===== config.mk =====
export PLATFORM = sky130hd
export DESIGN_NAME = pbp_port
export DESIGN_NICKNAME = d
export VERILOG_FILES = /design/src/rtl/pbp_pkg.sv /design/src/rtl/pbp_axil.sv /design/src/rtl/pbp_port.sv
export VERILOG_INCLUDE_DIRS = /design/src /design/src/rtl
export SDC_FILE = /design/constraint.sdc
export NUM_CORES = 1
export LEC_CHECK = 0
export ABC_AREA = 0
export BUFFER_PORTS_ARGS = -buffer_cell sky130_fd_sc_hd__buf_2
export CAP_MARGIN = 20
export CORE_UTILIZATION = 26
export CTS_BUF_LIST = sky130_fd_sc_hd__clkbuf_16
export CTS_CLUSTER_SIZE = 30
export DETAILED_ROUTE_END_ITERATION = 8
export GPL_TIMING_DRIVEN = 0
export PLACE_DENSITY_LB_ADDON = 0.12
export SETUP_SLACK_MARGIN = 0.3
export SYNTH_ARGS = -nofsm -noshare
export SYNTH_HDL_FRONTEND = slang
export SYNTH_SLANG_ARGS = --single-unit

===== constraint.sdc =====
create_clock -name CLK -period 1.7 [get_ports CLK]
set_clock_uncertainty 0.2 [all_clocks]
set_input_delay 0 -clock CLK [delete_from_list [all_inputs] [get_ports CLK]]
set_output_delay 0 -clock CLK [all_outputs]
set_load 0.05 [all_outputs]

===== src/rtl/pbp_cfg.svh =====
// Purpose: Offsets, reset values, field positions and codes for the port.
// Assumes: Register indices are word indices; byte address is index * 4.
// Notes:   Definitions only, no logic.
`ifndef PBP_CFG_SVH
`define PBP_CFG_SVH

// Register word indices
`define PBP_IDX_DIR     16'hFFD4
`define PBP_IDX_DATA    16'hFFD6
`define PBP_IDX_SHARE   16'hFFD8

// Reset values and fixed read values
`define PBP_DIR_RST     8'h00
`define PBP_DATA_RST    8'h00
`define PBP_SHARE_RST   4'h0
`define PBP_DIR_READ    8'hFF

// Pin-sharing register field positions
`define PBP_BIT_TRIG_EN 0
`define PBP_BIT_OUTA_EN 1
`define PBP_BIT_OUTB_EN 2
`define PBP_BIT_COMB    3

// Pins with a shared function
`define PBP_PIN_TRIG    7
`define PBP_PIN_OUTB    5
`define PBP_PIN_OUTA    4

// Bus response codes
`define PBP_RESP_OKAY   2'h0
`define PBP_RESP_SLVERR 2'h2

`endif


===== src/rtl/pbp_pkg.sv =====
// Purpose: Shared types of the eight-bit port.
// Assumes: Constants live in pbp_cfg.svh.
// Notes:   Types only.
package pbp_pkg;

  typedef logic [7:0] pbp_byte_t;
  typedef logic [3:0] pbp_share_t;
  typedef logic [1:0] pbp_resp_t;

endpackage : pbp_pkg


===== src/rtl/pbp_axil.sv =====
// Purpose: AXI4-Lite slave front end; one write and one read at a time.
// Assumes: Decode and read data come from the owner on the same clock.
// Notes:   Address and data are taken in either order.
`timescale 1ns/1ps
`include "pbp_cfg.svh"
module pbp_axil
  import pbp_pkg::*;
#(
  parameter int ADDR_W = 18
)(
  input  wire logic              clk,      // System clock
  input  wire logic              srst,     // Sync reset, high
  input  wire logic              ce,       // Clock enable
  input  wire logic [ADDR_W-1:0] awaddr,   // Write address
  input  wire logic              awvalid,  // Write address valid
  output logic                   awready,  // Write address ready
  input  wire logic [31:0]       wdata,    // Write data
  input  wire logic [3:0]        wstrb,    // Write strobes
  input  wire logic              wvalid,   // Write data valid
  output logic                   wready,   // Write data ready
  output logic [1:0]             bresp,    // Write response
  output logic                   bvalid,   // Write response valid
  input  wire logic              bready,   // Write response ready
  input  wire logic [ADDR_W-1:0] araddr,   // Read address
  input  wire logic              arvalid,  // Read address valid
  output logic                   arready,  // Read address ready
  output logic [31:0]            rdata,    // Read data
  output logic [1:0]             rresp,    // Read response
  output logic                   rvalid,   // Read data valid
  input  wire logic              rready,   // Read data ready
  output logic                   wr_en,    // Write strobe to owner
  output logic [ADDR_W-1:0]      wr_addr,  // Write address to owner
  output logic [31:0]            wr_data,  // Write data to owner
  output logic [3:0]             wr_strb,  // Write strobes to owner
  input  wire logic              wr_ok,    // Write address mapped
  output logic                   rd_en,    // Read strobe to owner
  output logic [ADDR_W-1:0]      rd_addr,  // Read address to owner
  input  wire logic [31:0]       rd_data,  // Read data from owner
  input  wire logic              rd_ok     // Read address mapped
);

  typedef struct packed {
    logic              aw_rdy;
    logic              w_rdy;
    logic              ar_rdy;
    logic              aw_got;
    logic              w_got;
    logic [ADDR_W-1:0] awaddr;
    logic [31:0]       wdata;
    logic [3:0]        wstrb;
    logic              bvalid;
    pbp_resp_t         bresp;
    logic              rvalid;
    logic [31:0]       rdata;
    pbp_resp_t         rresp;
  } pbp_axil_state_t;

  localparam pbp_axil_state_t AXIL_RST = '{
    aw_rdy: 1'b1, w_rdy: 1'b1, ar_rdy: 1'b1, default: '0};

  pbp_axil_state_t st_reg;
  pbp_axil_state_t st_next;

  // Strobes to the owner; held low when the clock enable is low
  assign wr_en   = ce && st_reg.aw_got && st_reg.w_got && !st_reg.bvalid;
  assign wr_addr = st_reg.awaddr;
  assign wr_data = st_reg.wdata;
  assign wr_strb = st_reg.wstrb;
  assign rd_en   = ce && arvalid && st_reg.ar_rdy;
  assign rd_addr = araddr;

  // Channel handshakes; ready drops so only one of each is in flight
  always_comb
  begin
    st_next = st_reg;
    if (awvalid && st_reg.aw_rdy)
    begin
      st_next.aw_got = 1'b1;
      st_next.awaddr = awaddr;
      st_next.aw_rdy = 1'b0;
    end
    if (wvalid && st_reg.w_rdy)
    begin
      st_next.w_got  = 1'b1;
      st_next.wdata  = wdata;
      st_next.wstrb  = wstrb;
      st_next.w_rdy  = 1'b0;
    end
    if (wr_en)
    begin
      st_next.bvalid = 1'b1;
      st_next.bresp  = wr_ok ? `PBP_RESP_OKAY : `PBP_RESP_SLVERR;
      st_next.aw_got = 1'b0;
      st_next.w_got  = 1'b0;
    end
    if (st_reg.bvalid && bready)
    begin
      st_next.bvalid = 1'b0;
      st_next.aw_rdy = 1'b1;
      st_next.w_rdy  = 1'b1;
    end
    if (rd_en)
    begin
      st_next.rvalid = 1'b1;
      st_next.rdata  = rd_ok ? rd_data : 32'h00000000;
      st_next.rresp  = rd_ok ? `PBP_RESP_OKAY : `PBP_RESP_SLVERR;
      st_next.ar_rdy = 1'b0;
    end
    if (st_reg.rvalid && rready)
    begin
      st_next.rvalid = 1'b0;
      st_next.ar_rdy = 1'b1;
    end
  end

  // State register
  always_ff @(posedge clk)
  begin
    if (srst)
      st_reg <= AXIL_RST;
    else if (ce)
      st_reg <= st_next;
  end

  assign awready = st_reg.aw_rdy;
  assign wready  = st_reg.w_rdy;
  assign bvalid  = st_reg.bvalid;
  assign bresp   = st_reg.bresp;
  assign arready = st_reg.ar_rdy;
  assign rvalid  = st_reg.rvalid;
  assign rdata   = st_reg.rdata;
  assign rresp   = st_reg.rresp;
endmodule : pbp_axil


===== src/rtl/pbp_port.sv =====
// Purpose: Eight-bit port with direction and data registers, pin sharing.
// Assumes: Timer outputs and standby request come from logic on CLK.
// Notes:   Pins and hardware standby are synchronised by two flops.
//
// Local design decision: register access over AXI4-Lite.
`timescale 1ns/1ps
`include "pbp_cfg.svh"
module pbp_port
  import pbp_pkg::*;
#(
  parameter int ADDR_W = 18
)(
  input  wire logic              CLK,                     // 200 MHz clock
  input  wire logic              SRST,                    // Sync reset
  input  wire logic              CE,                      // Clock enable
  input  wire logic [ADDR_W-1:0] S_AXI_AWADDR,            // Write addr
  input  wire logic [2:0]        S_AXI_AWPROT,            // Unused
  input  wire logic              S_AXI_AWVALID,           // Addr valid
  output logic                   S_AXI_AWREADY,           // Addr ready
  input  wire logic [31:0]       S_AXI_WDATA,             // Write data
  input  wire logic [3:0]        S_AXI_WSTRB,             // Byte strobes
  input  wire logic              S_AXI_WVALID,            // Data valid
  output logic                   S_AXI_WREADY,            // Data ready
  output logic [1:0]             S_AXI_BRESP,             // Write resp
  output logic                   S_AXI_BVALID,            // Resp valid
  input  wire logic              S_AXI_BREADY,            // Resp ready
  input  wire logic [ADDR_W-1:0] S_AXI_ARADDR,            // Read addr
  input  wire logic [2:0]        S_AXI_ARPROT,            // Unused
  input  wire logic              S_AXI_ARVALID,           // Addr valid
  output logic                   S_AXI_ARREADY,           // Addr ready
  output logic [31:0]            S_AXI_RDATA,             // Read data
  output logic [1:0]             S_AXI_RRESP,             // Read resp
  output logic                   S_AXI_RVALID,            // Data valid
  input  wire logic              S_AXI_RREADY,            // Data ready
  input  wire logic [7:0]        PIN_IN,                  // Pin levels
  output logic [7:0]             PIN_OUT,                 // Pin drive level
  output logic [7:0]             PIN_OE,                  // Pin drive enable
  input  wire logic              HW_STANDBY,              // Pin, async
  input  wire logic              SW_STANDBY,              // Standby, CLK
  input  wire logic              CH4_COMPLEMENTARY_OUT_A, // Timer out A
  input  wire logic              CH4_COMPLEMENTARY_OUT_B, // Timer out B
  output logic                   CONVERTER_EXT_TRIGGER_N  // Trigger, low
);

  typedef struct packed {
    pbp_byte_t  dir;
    pbp_byte_t  data;
    pbp_share_t share;
    pbp_byte_t  pin_s1;
    pbp_byte_t  pin_s2;
    logic       hws1;
    logic       hws2;
    pbp_byte_t  pin_out;
    pbp_byte_t  pin_oe;
    logic       trig_n;
  } pbp_port_state_t;

  localparam pbp_port_state_t PORT_RST = '{
    dir:    `PBP_DIR_RST,
    data:   `PBP_DATA_RST,
    share:  `PBP_SHARE_RST,
    trig_n: 1'b1,
    default: '0};

  pbp_port_state_t st_reg;
  pbp_port_state_t st_next;

  logic              wr_en;
  logic [ADDR_W-1:0] wr_addr;
  logic [31:0]       wr_data;
  logic [3:0]        wr_strb;
  logic              wr_ok;
  logic              rd_en;
  logic [ADDR_W-1:0] rd_addr;
  logic [31:0]       rd_data;
  logic              rd_ok;
  logic              wr_allowed;

  // Word decode; the two low address bits are ignored
  function automatic logic addr_hit(input logic [ADDR_W-1:0] addr,
                                    input logic [15:0]       idx);
    addr_hit = (addr[ADDR_W-1:2] == idx[ADDR_W-3:0]);
  endfunction : addr_hit

  // Port value as software sees it, per pin by direction
  function automatic pbp_byte_t port_view(input pbp_byte_t dir,
                                          input pbp_byte_t data,
                                          input pbp_byte_t pins);
    port_view = (dir & data) | (~dir & pins);
  endfunction : port_view

  pbp_axil #(
    .ADDR_W (ADDR_W)
  ) u_axil (
    .clk     (CLK),
    .srst    (SRST),
    .ce      (CE),
    .awaddr  (S_AXI_AWADDR),
    .awvalid (S_AXI_AWVALID),
    .awready (S_AXI_AWREADY),
    .wdata   (S_AXI_WDATA),
    .wstrb   (S_AXI_WSTRB),
    .wvalid  (S_AXI_WVALID),
    .wready  (S_AXI_WREADY),
    .bresp   (S_AXI_BRESP),
    .bvalid  (S_AXI_BVALID),
    .bready  (S_AXI_BREADY),
    .araddr  (S_AXI_ARADDR),
    .arvalid (S_AXI_ARVALID),
    .arready (S_AXI_ARREADY),
    .rdata   (S_AXI_RDATA),
    .rresp   (S_AXI_RRESP),
    .rvalid  (S_AXI_RVALID),
    .rready  (S_AXI_RREADY),
    .wr_en   (wr_en),
    .wr_addr (wr_addr),
    .wr_data (wr_data),
    .wr_strb (wr_strb),
    .wr_ok   (wr_ok),
    .rd_en   (rd_en),
    .rd_addr (rd_addr),
    .rd_data (rd_data),
    .rd_ok   (rd_ok)
  );

  // Write decode; unmapped addresses answer with an error response
  assign wr_ok = addr_hit(wr_addr, `PBP_IDX_DIR)
              || addr_hit(wr_addr, `PBP_IDX_DATA)
              || addr_hit(wr_addr, `PBP_IDX_SHARE);

  // Writes in software standby are answered but not stored
  assign wr_allowed = wr_en && wr_strb[0] && !SW_STANDBY && !st_reg.hws2;

  // Read mux
  always_comb
  begin
    rd_ok   = 1'b1;
    rd_data = 32'h00000000;
    if (addr_hit(rd_addr, `PBP_IDX_DIR))
      rd_data[7:0] = `PBP_DIR_READ;
    else if (addr_hit(rd_addr, `PBP_IDX_DATA))
      rd_data[7:0] = port_view(st_reg.dir, st_reg.data,
                               st_reg.pin_s2);
    else if (addr_hit(rd_addr, `PBP_IDX_SHARE))
      rd_data[3:0] = st_reg.share;
    else
      rd_ok = 1'b0;
  end

  // Next state: synchronisers, registers, pin drive, trigger
  always_comb
  begin
    st_next        = st_reg;
    st_next.pin_s1 = PIN_IN;
    st_next.pin_s2 = st_reg.pin_s1;
    st_next.hws1   = HW_STANDBY;
    st_next.hws2   = st_reg.hws1;

    // Hardware standby clears like reset; software standby keeps all
    if (st_reg.hws2)
    begin
      st_next.dir   = `PBP_DIR_RST;
      st_next.data  = `PBP_DATA_RST;
      st_next.share = `PBP_SHARE_RST;
    end
    else if (wr_allowed)
    begin
      if (addr_hit(wr_addr, `PBP_IDX_DIR))
        st_next.dir = wr_data[7:0];
      if (addr_hit(wr_addr, `PBP_IDX_DATA))
        st_next.data = wr_data[7:0];
      if (addr_hit(wr_addr, `PBP_IDX_SHARE))
        st_next.share = wr_data[3:0];
    end

    // Pin drive; no chip mode input, so the mux is the same in all modes
    if (st_reg.hws2)
    begin
      st_next.pin_oe  = 8'h00;
      st_next.pin_out = 8'h00;
    end
    else if (!SW_STANDBY)
    begin
      st_next.pin_oe  = st_reg.dir;
      st_next.pin_out = st_reg.data;
      if (st_reg.share[`PBP_BIT_OUTB_EN] && st_reg.share[`PBP_BIT_COMB])
      begin
        st_next.pin_oe[`PBP_PIN_OUTB]  = 1'b1;
        st_next.pin_out[`PBP_PIN_OUTB] = CH4_COMPLEMENTARY_OUT_B;
      end
      if (st_reg.share[`PBP_BIT_OUTA_EN] && st_reg.share[`PBP_BIT_COMB])
      begin
        st_next.pin_oe[`PBP_PIN_OUTA]  = 1'b1;
        st_next.pin_out[`PBP_PIN_OUTA] = CH4_COMPLEMENTARY_OUT_A;
      end
    end

    // Trigger sees the pin level whatever the pin direction
    if (st_reg.share[`PBP_BIT_TRIG_EN])
      st_next.trig_n = st_reg.pin_s2[`PBP_PIN_TRIG];
    else
      st_next.trig_n = 1'b1;
  end

  // State register; reset acts even while the clock enable is low
  always_ff @(posedge CLK)
  begin
    if (SRST)
      st_reg <= PORT_RST;
    else if (CE)
      st_reg <= st_next;
  end

  assign PIN_OUT                 = st_reg.pin_out;
  assign PIN_OE                  = st_reg.pin_oe;
  assign CONVERTER_EXT_TRIGGER_N = st_reg.trig_n;
endmodule : pbp_port


==> results of run 1 <==
==> layer usage <==
metal / vias up / GRT usage, % / share of wire (%)
li1: 2008 / - / -
met1: 1756 / 18.8 / 46
met2: 95 / 24.5 / 47
met3: 17 / 3.77 / 4.4
met4: 0 / 6.16 / 2.1
met5: - / 0 / 0
==> how the worst min path moves through the flow <==
stage	from	endpoint	slack [ns]
floorplan	S_AXI_AWADDR[10]	u_axil.wr_addr[10]	-0.06
global placement	PIN_IN[6]	st_next[25]	0.04
detailed placement	PIN_IN[1]	st_next[20]	0.04
CTS	S_AXI_ARADDR[4]	u_axil.rdata[2]	-0.07
global route	S_AXI_ARADDR[14]	u_axil.rdata[3]	-0.04
finish	S_AXI_ARADDR[4]	u_axil.rdata[2]	-0.07
==> power by group through the flow <==
stage	Combinational [mW]	Clock, mW	Sequential [mW]
5_1_grt	0.722	2.45	2.38
4_1_cts	0.652	2.34	2.38
2_1_floorplan	0.385	0	2.43
3_3_place_gp	0.558	0	2.42
6_report	0.665	2.29	2.38
3_5_place_dp	0.562	0	2.43
==> critical path: cells and delay by family (launching register included) <==
kind	cells	cell delay (ns)
AO/OA/AOI/OAI	1	0.06
AND/OR/NAND/NOR	4	0.96
buffers and inverters	1	0.15
flip-flops	1	0.34
==> stage by stage <==
step	util [%]	area (sq um)	worst slack, ns	setup TNS (ns)	hold WS [ns]
detailed placement	32.1	5130	-0.306	-9.65	0.0437
global route	38.8	6210	-0.198	-2.50	-0.0354
CTS	37.9	6060	-0.102	-0.545	-0.0691
finish	38.8	6210	-0.117	-0.850	-0.0694
floorplan	-	4410	-0.0952	-0.499	-0.0640
global placement	32.1	5130	-0.278	-7.51	0.0374
==> repair_timing <==
action | in CTS | in global routing
cloned | 0 | 0
pin swaps | 15 | 7
gates resized for setup | 39 | 49
setup endpoints to repair | 74 | 83
hold endpoints to repair | 53 | 3
setup buffers | 6 | 2
==> cells by family (layout without fill, tap and decap cells) <==
kind of cell,Yosys count,count (layout),synth area share (%)
simple gates,215,215,24.7
flops,97,97,45.4
compound gates,87,87,11.7
buf+inv,79,235,11.6
mux,28,28,6.55
other cells,1,26,0.0877
==> area by class of cell <==
type                    instances  area (sq um)  share of cell area [%]
multi-input cells             356          2130                    34.4
clock inverters                 7           109                    1.75
flip-flops and latches         97          1960                    31.5
plain buffers                  77           551                    8.86
clock buffers                   9           225                    3.63
well taps                     216           270                    4.35
repair buffers                140           956                    15.4
inverters                       2          7.51                   0.121
==> placed cells by master (no fill, tap or decap), types with 3 or more instances in the layout <==
master / Yosys / layout
dfxtp_1: 97 / 90
buf_2: 5 / 90
nand2_1: 91 / 81
buf_4: 52 / 58
a21oi_1: 57 / 55
nor2_1: 50 / 49
dlygate4sd3_1: 0 / 42
conb_1: 1 / 26
mux2i_1: 28 / 25
nand2_2: 1 / 10
clkbuf_16: 0 / 9
clkbuf_2: 0 / 8
nand3b_1: 8 / 8
o21ai_1: 8 / 8
nor3b_2: 0 / 7
nor3b_1: 14 / 7
a22oi_1: 7 / 7
and3_1: 7 / 6
clkbuf_4: 0 / 6
buf_6: 0 / 6
clkbuf_1: 18 / 5
nand3_2: 0 / 5
nor3_2: 0 / 4
a22o_1: 4 / 4
nor3_1: 8 / 4
dfxtp_2: 0 / 4
nand2b_1: 3 / 3
nand3_1: 10 / 3
inv_1: 2 / 3
nand4_1: 3 / 3
mux2i_2: 0 / 3
bufinv_16: 0 / 3
dfxtp_4: 0 / 3
==> run metrics, run 1 <==
combinational share of power=between 10% and 20%; via count=3,876; grt total ovfl=0; drt via density=~4.3; R2R Path End=st_reg[49]; Tot Pwr=5.33 mW; Hold Fails Final Rpt=5; top cell type's share of synthesized area=approximately 45%; share of cells above drive strength 1=a little over a third; fin worst setup slack=-0.117 ns; WL per Instance=13.7 um; # nets final=between 700 and 800; Hold/Removal Path Class=in2reg; number of nets with antenna violations after routing=0; share of flip-flops with an asynchronous set or reset=0%; crit end category=flop; Final Critical Period=1.82 ns; Initial DRT Pass Iterations=4; largest net degree at the start of global routing=16; 1st-iter DRT viols=174; Post-Syn Instances=507; critical path class=reg2reg; Routed Wire Length=~12 mm; YS warnings=0; Required @ worst endpoint=about 1.7 ns; vias in the first global route=3,609; core area=0.0160 sq mm; # DRC=0; max FFs per register=29; CTS Buf Count=9; sequential power share=about 45%; CTS Buffer Depth=2; status=complete, but fails checks; Die Footprint=0.0170 sq mm; Hold WS=-0.0694 ns; Port Buffers=90; Layout Cells excl Fill=about 900; Primary FF master, synth=dfxtp_1; starting density of the core=between 20% and 30%; Synth area leader=dfxtp_1; clk slew on worst S/H paths=approximately 0.07 ns; most common cell in the netlist=dfxtp_1; synthesized flop and latch total=97; crit-path cells=and4b_2 -> nand4_1 -> or4_4 -> buf_6 -> nand3_1 -> o21ai_1; critical path fanouts, max=8; Max VDD drop=between 0.4 and 0.5 mV; pwr/cell area=858 mW/mm^2; cts hold-fix bufs=between 40 and 50; final setup violation count=16; Slew Limit Fails=0; first-pass GRT wire length=between 15 and 20 mm; Die Wd=between 100 and 150 um; slowest cell on the critical path=or4_4; clock sinks=97; FMAX=~550 MHz; Net Sw Frac=about a quarter; # diodes=0; Area Growth Syn to Fin=45.2%; Die H=around 130 um; setup slack, reg-to-reg=-0.12 ns; Pint=around 4.0 mW; CTS tree=done; Clk Latency, worst-skew pair=between 0.3 and 0.4 ns; Syn Area/Cell=around 8.4 sq um; Rows=46; EDFF count, synth=0; Tcrit/Tclk final=107%; Max Cap Viol=0; Clk network pwr share=a little over two fifths; fillers=roughly 1,700; Placed Cells=between 800 and 900; Net Sw Power=roughly 1.3 mW; Slew headroom=between 60% and 70%; Worst path max stage delay=around 0.44 ns; Static Leak=2.72 nW; leading post-synthesis cells by instance count=97 x dfxtp_1, 91 x nand2_1, 57 x a21oi_1; Slew @ Worst Pin=0.572 ns; initial antenna violation count=0; gpl congestion=about 0.83; hpwl dp=9.31 mm; IO Count=between 150 and 200; Critical Path End=st_reg[49]; main area contributors after synthesis=dfxtp_1 45%, buf_4 9.1%, nand2_1 8.0%, a21oi_1 6.7%, mux2i_1 6.6%; CTS root buf=clkbuf_16; # H-tree levels=3; RSZ-0062 raised after global routing=true; Crit. Startpoint=u_axil.bvalid; post-synthesis sequential area ratio=between 40% and 50%; worst path arrival time=about 1.9 ns; Worst setup SP type=flop; total global-route track usage=approximately 15%; Yosys cell types=49; RR Startpoint=u_axil.bvalid; Worst Reg-to-Reg Cells=6; failing checks=negative hold slack, negative setup slack; Post-Syn Area=approximately 0.0043 sq mm; hold depth=4
No activity file was read; power rests on OpenSTA's default activity.
==> inputs of run 2 (changes only) <==
- SKIP_LAST_GASP: unset -> 1
==> run metrics, run 2 (synthesis gave the netlist of run 1 again) <==
Hold/Removal Path Class=in2reg; pwr/cell area=around 850 mW/mm^2; initial antenna violation count=0; share of cells above drive strength 1=a little over a third; RR Startpoint=u_axil.wr_addr[5]; crit-path cells=and2b_2 -> nand3_4 -> or4_4 -> buf_6 -> nand3_1 -> o21ai_1; CTS Buffer Depth=2; Required @ worst endpoint=approximately 1.7 ns; core area=approximately 0.016 sq mm; # H-tree levels=3; critical path class=reg2reg; Worst path max stage delay=0.49 ns; Initial DRT Pass Iterations=4; sequential power share=between 40% and 50%; critical path fanouts, max=8; clk slew on worst S/H paths=around 0.070 ns; Hold WS=-0.0700 ns; WP buf/inv=1; setup slack, reg-to-reg=-0.10 ns; largest net degree at the start of global routing=16; drt via density=roughly 4.3; Tcrit/Tclk final=106%; fin worst setup slack=-0.104 ns; Crit. Startpoint=u_axil.wr_addr[5]; 1st-iter DRT viols=160; Worst setup SP type=flop; Clk Latency, worst-skew pair=~0.34 ns; total global-route track usage=between 10% and 20%; Area Growth Syn to Fin=46.8%; CTS Buf Count=9; failing checks=negative hold slack, negative setup slack; hold depth=4; Slew headroom=61.8%; gpl congestion=roughly 0.83; WL per Instance=13.7 um; RSZ-0062 raised after global routing=true; first-pass GRT wire length=between 15 and 20 mm; max FFs per register=29; combinational share of power=between 10 and 15%; starting density of the core=a little over a quarter; Slew Limit Fails=0; CP top delay family=simple AND/OR/NAND/NOR gates; # diodes=0; TNS Setup=-1.12 ns; fillers=roughly 1,700; Final Critical Period=~1.8 ns; crit end category=flop; vias in the first global route=roughly 3,600; Multi-input gate area=between 0.002 and 0.0025 sq mm; Max VDD drop=0.469 mV; Static Leak=2.75 nW; Net Sw Power=between 1 and 1.5 mW; Die Footprint=about 0.017 sq mm; FMAX=approximately 550 MHz; via count=3,899; Layout Cells excl Fill=906; worst hold path endpoint=u_axil.rdata[2]; Die H=130 um; IO Count=roughly 160; hold_sp=S_AXI_ARADDR[4]; Net Sw Frac=between 20% and 30%; # DRC=0; Worst Reg-to-Reg Cells=6; Port Buffers=90; Placed Cells=~840; Hold Fails Final Rpt=5; Max Cap Viol=0; clock sinks=97; Routed Wire Length=about 12 mm; # nets final=approximately 780; status=complete, but fails checks; worst path arrival time=1.84 ns; R2R Path End=st_reg[48]; grt total ovfl=0; pre-CTS WS=-0.306 ns; Slew @ Worst Pin=0.572 ns; most common cell after layout, fill and taps aside=buf_2; Storage cell area=between 0.0015 and 0.002 sq mm; cts hold-fix bufs=42; number of nets with antenna violations after routing=0; Rows=46; final setup violation count=17; Pint=4.03 mW; Clk network pwr share=roughly 43%; CTS tree=done; slowest cell on the critical path=or4_4; highest-count cells in the layout ignoring fill and taps=92 x buf_2, 88 x dfxtp_1, 81 x nand2_1; CTS root buf=clkbuf_16; Die Wd=between 100 and 150 um; Tot Pwr=5.33 mW; hpwl dp=9.31 mm
-- run 2: changes by cell type in the layout (fill, tap and decap cells not counted), sizes merged --
cell    before  now
buf        155  160
clkbuf      29   26
-- run 2: worst max path at each step --
stage | endpoint | cells after the start | slack (ns)
after floorplan | st_reg[49] | 6 | -0.1
after global placement | st_reg[40] | 6 | -0.28
after detailed placement | st_reg[40] | 6 | -0.31
after CTS | st_reg[48] | 6 | -0.10
after global routing | st_reg[48] | 6 | -0.20
final | st_reg[48] | 6 | -0.10
-- run 2: area by class of cell --
| type | count | share of cell area (%) |
|---|---|---|
| multi-input combinational | 356 | 34.8 |
| clock buffer | 9 | 3.59 |
| timing repair buffer | 142 | 15.3 |
| tap | 216 | 4.30 |
| clock inverter | 7 | 1.73 |
| inverter | 2 | 0.120 |
| buffer | 77 | 8.93 |
| sequential | 97 | 31.2 |
-- run 2: per-stage QoR --
step                      utilization (%)  area (sq um)
after floorplan                         -          4410
after CTS                            37.8          6050
final                                39.2          6280
after detailed placement             32.1          5130
after global routing                 39.2          6280
after global placement               32.1          5130
-- run 2: power groups by stage --
| stage | registers (mW) | logic, mW | clock network, mW |
|---|---|---|---|
| 6_report | 2.38 | 0.676 | 2.28 |
| 5_1_grt | 2.38 | 0.733 | 2.45 |
| 4_1_cts | 2.38 | 0.652 | 2.34 |
| 3_5_place_dp | 2.43 | 0.562 | 0 |
| 3_3_place_gp | 2.42 | 0.558 | 0 |
| 2_1_floorplan | 2.43 | 0.385 | 0 |
-- run 2: layer usage --
metal / track usage [%] / wire (um) / vias up
li1: - / - / 2013
met1: 18.8 / 5770 / 1778
met2: 24.6 / 5840 / 90
met3: 3.77 / 480 / 18
met4: 6.16 / 300 / 0
met5: 0 / 0 / -
-- run 2: what timing repair did --
item / in CTS / in global routing
hold endpoints to repair: 53 / 3
endpoints found under the setup margin: 74 / 83
resized for setup: 38 / 61
pin swaps: 13 / 4
setup buffers: 6 / 4
-- run 2: worst register-to-register path, delay by kind of cell, from the launching register on --
family	cells	cell delay, ns
and+or+nand+nor	4	0.96
DFF	1	0.33
buffers and inverters	1	0.15
AOI/OAI and AO/OA	1	0.06
==> inputs of run 3 (changes only) <==
- HOLD_SLACK_MARGIN: unset -> 0.06
- MAX_ROUTING_LAYER: unset -> met4
==> run metrics, run 3 (synthesis gave the netlist of run 1 again) <==
Die H=between 100 and 150 um; via count=about 4,000; number of nets with antenna violations after routing=0; Hold Fails Final Rpt=5; pwr/cell area=roughly 850 mW/mm^2; WL per Instance=13.6 um; failing checks=negative hold slack, negative setup slack; highest-count cells in the layout ignoring fill and taps=94 x buf_2, 90 x dfxtp_1, 82 x nand2_1; 1st-iter DRT viols=between 150 and 200; Tcrit/Tclk final=106%; status=complete, but fails checks; vias in the first global route=3,635; CTS Buffer Depth=2; Port Buffers=90; hpwl dp=just over 9 mm; max FFs per register=29; Initial DRT Pass Iterations=4; CTS tree=done; total global-route track usage=about 16%; grt total ovfl=0; # nets final=786; Clk Latency, worst-skew pair=0.35 ns; post-route cell area=0.00623 sq mm; Max VDD drop=about 0.49 mV; share of cells above drive strength 1=33.8%; Post-Route Utilization=between 30% and 40%; Final Critical Period=1.81 ns; FMAX=approximately 550 MHz; Rows=46; critical path fanouts, max=8; Static Leak=about 2.7 nW; drt via density=~4.3; Slew @ Worst Pin=0.667 ns; clock sinks=just under 100; CTS root buf=clkbuf_16; first-pass GRT wire length=19.0 mm; Hold/Removal Path Class=in2reg; Area Growth Syn to Fin=45.7%; initial antenna violation count=0; Die Footprint=about 0.017 sq mm; Max Cap Viol=0; crit-path cells=and2b_2 -> nand3_4 -> or4_4 -> buf_6 -> nand3_1 -> o21ai_1; Worst setup SP type=flop; Slew Limit Fails=0; CP top delay family=simple AND/OR/NAND/NOR gates; worst path arrival time=about 1.9 ns; # H-tree levels=3; DP Area=0.00513 sq mm; gpl congestion=around 0.84; final setup violation count=17; Slew headroom=between 50% and 60%; largest net degree at the start of global routing=16; Hold WS=-0.0656 ns; # diodes=0; slowest cell on the critical path=or4_4; critical path class=reg2reg; WP buf/inv=1; CTS Buf Count=9; IO Count=between 150 and 200; Worst path max stage delay=roughly 0.49 ns; starting density of the core=a little over a quarter; Die Wd=130 um; # DRC=0; fin worst setup slack=-0.108 ns; RSZ-0062 raised after global routing=true; cts hold-fix bufs=45; most common cell after layout, fill and taps aside=buf_2; fillers=about 1,700; core area=around 0.016 sq mm; clk slew on worst S/H paths=about 0.07 ns; Routed Wire Length=between 10 and 15 mm; Required @ worst endpoint=~1.7 ns; crit end category=flop
run 3: worst min-delay path, delay by kind of cell:
family / cells / cell delay, ns
buffers and inverters: 1 / 0.10
AND/OR/NAND/NOR: 4 / 0.35
run 3: timing repair:
action	CTS	global route
hold endpoints to repair	55	6
gates resized for setup	38	31
setup buffers	6	4
pin swaps	13	3
setup endpoints to repair	74	85
run 3: cell type report:
| cell class | instances | area [sq um] | area share [%] |
|---|---|---|---|
| sequential | 97 | 1960 | 31.4 |
| clock buffer | 9 | 225 | 3.61 |
| multi-input combinational | 356 | 2130 | 34.2 |
| buffer | 77 | 537 | 8.61 |
| tap | 216 | 270 | 4.34 |
| clock inverter | 7 | 109 | 1.75 |
| inverter | 2 | 7.51 | 0.120 |
| timing repair buffer | 145 | 991 | 15.9 |
run 3: power breakdown:
part	switching (mW)	internal, mW
logic	0.400	0.271
clock network	0.855	1.43
registers	0.0459	2.33
total	1.30	4.03
run 3: worst paths after layout:
| check | endpoint | slack [ns] | cells after the start | start |
|---|---|---|---|---|
| min | u_axil.rresp[1] | -0.07 | 5 | S_AXI_ARADDR[14] |
| max reg2reg | st_reg[48] | -0.11 | 6 | u_axil.wr_addr[5] |
| min reg2reg | u_axil.wr_addr[2] | 0.25 | 2 | u_axil.wr_addr[2] |
| max | st_reg[48] | -0.11 | 6 | u_axil.wr_addr[5] |
run 3: per-layer routing:
| layer | global-route usage (%) | share of wire [%] |
|---|---|---|
| met1 | 18.9 | 47 |
| met4 | 6.16 | 2.1 |
| met3 | 3.69 | 4.1 |
| met2 | 24.7 | 47 |
| met5 | - | 0 |
run 3: per-stage QoR:
| step | total power [mW] | TNS (ns) | instances | hold WS [ns] | worst slack (ns) |
|---|---|---|---|---|---|
| after floorplan | 2.82 | -0.499 | 532 | -0.0640 | -0.0952 |
| after global placement | 2.98 | -7.51 | 838 | 0.0374 | -0.278 |
| after detailed placement | 2.99 | -9.65 | 838 | 0.0437 | -0.306 |
| after CTS | 5.38 | -0.564 | 905 | -0.0602 | -0.102 |
| after global routing | 5.56 | -2.86 | 909 | -0.0353 | -0.203 |
| final | 5.33 | -1.19 | 909 | -0.0656 | -0.108 |
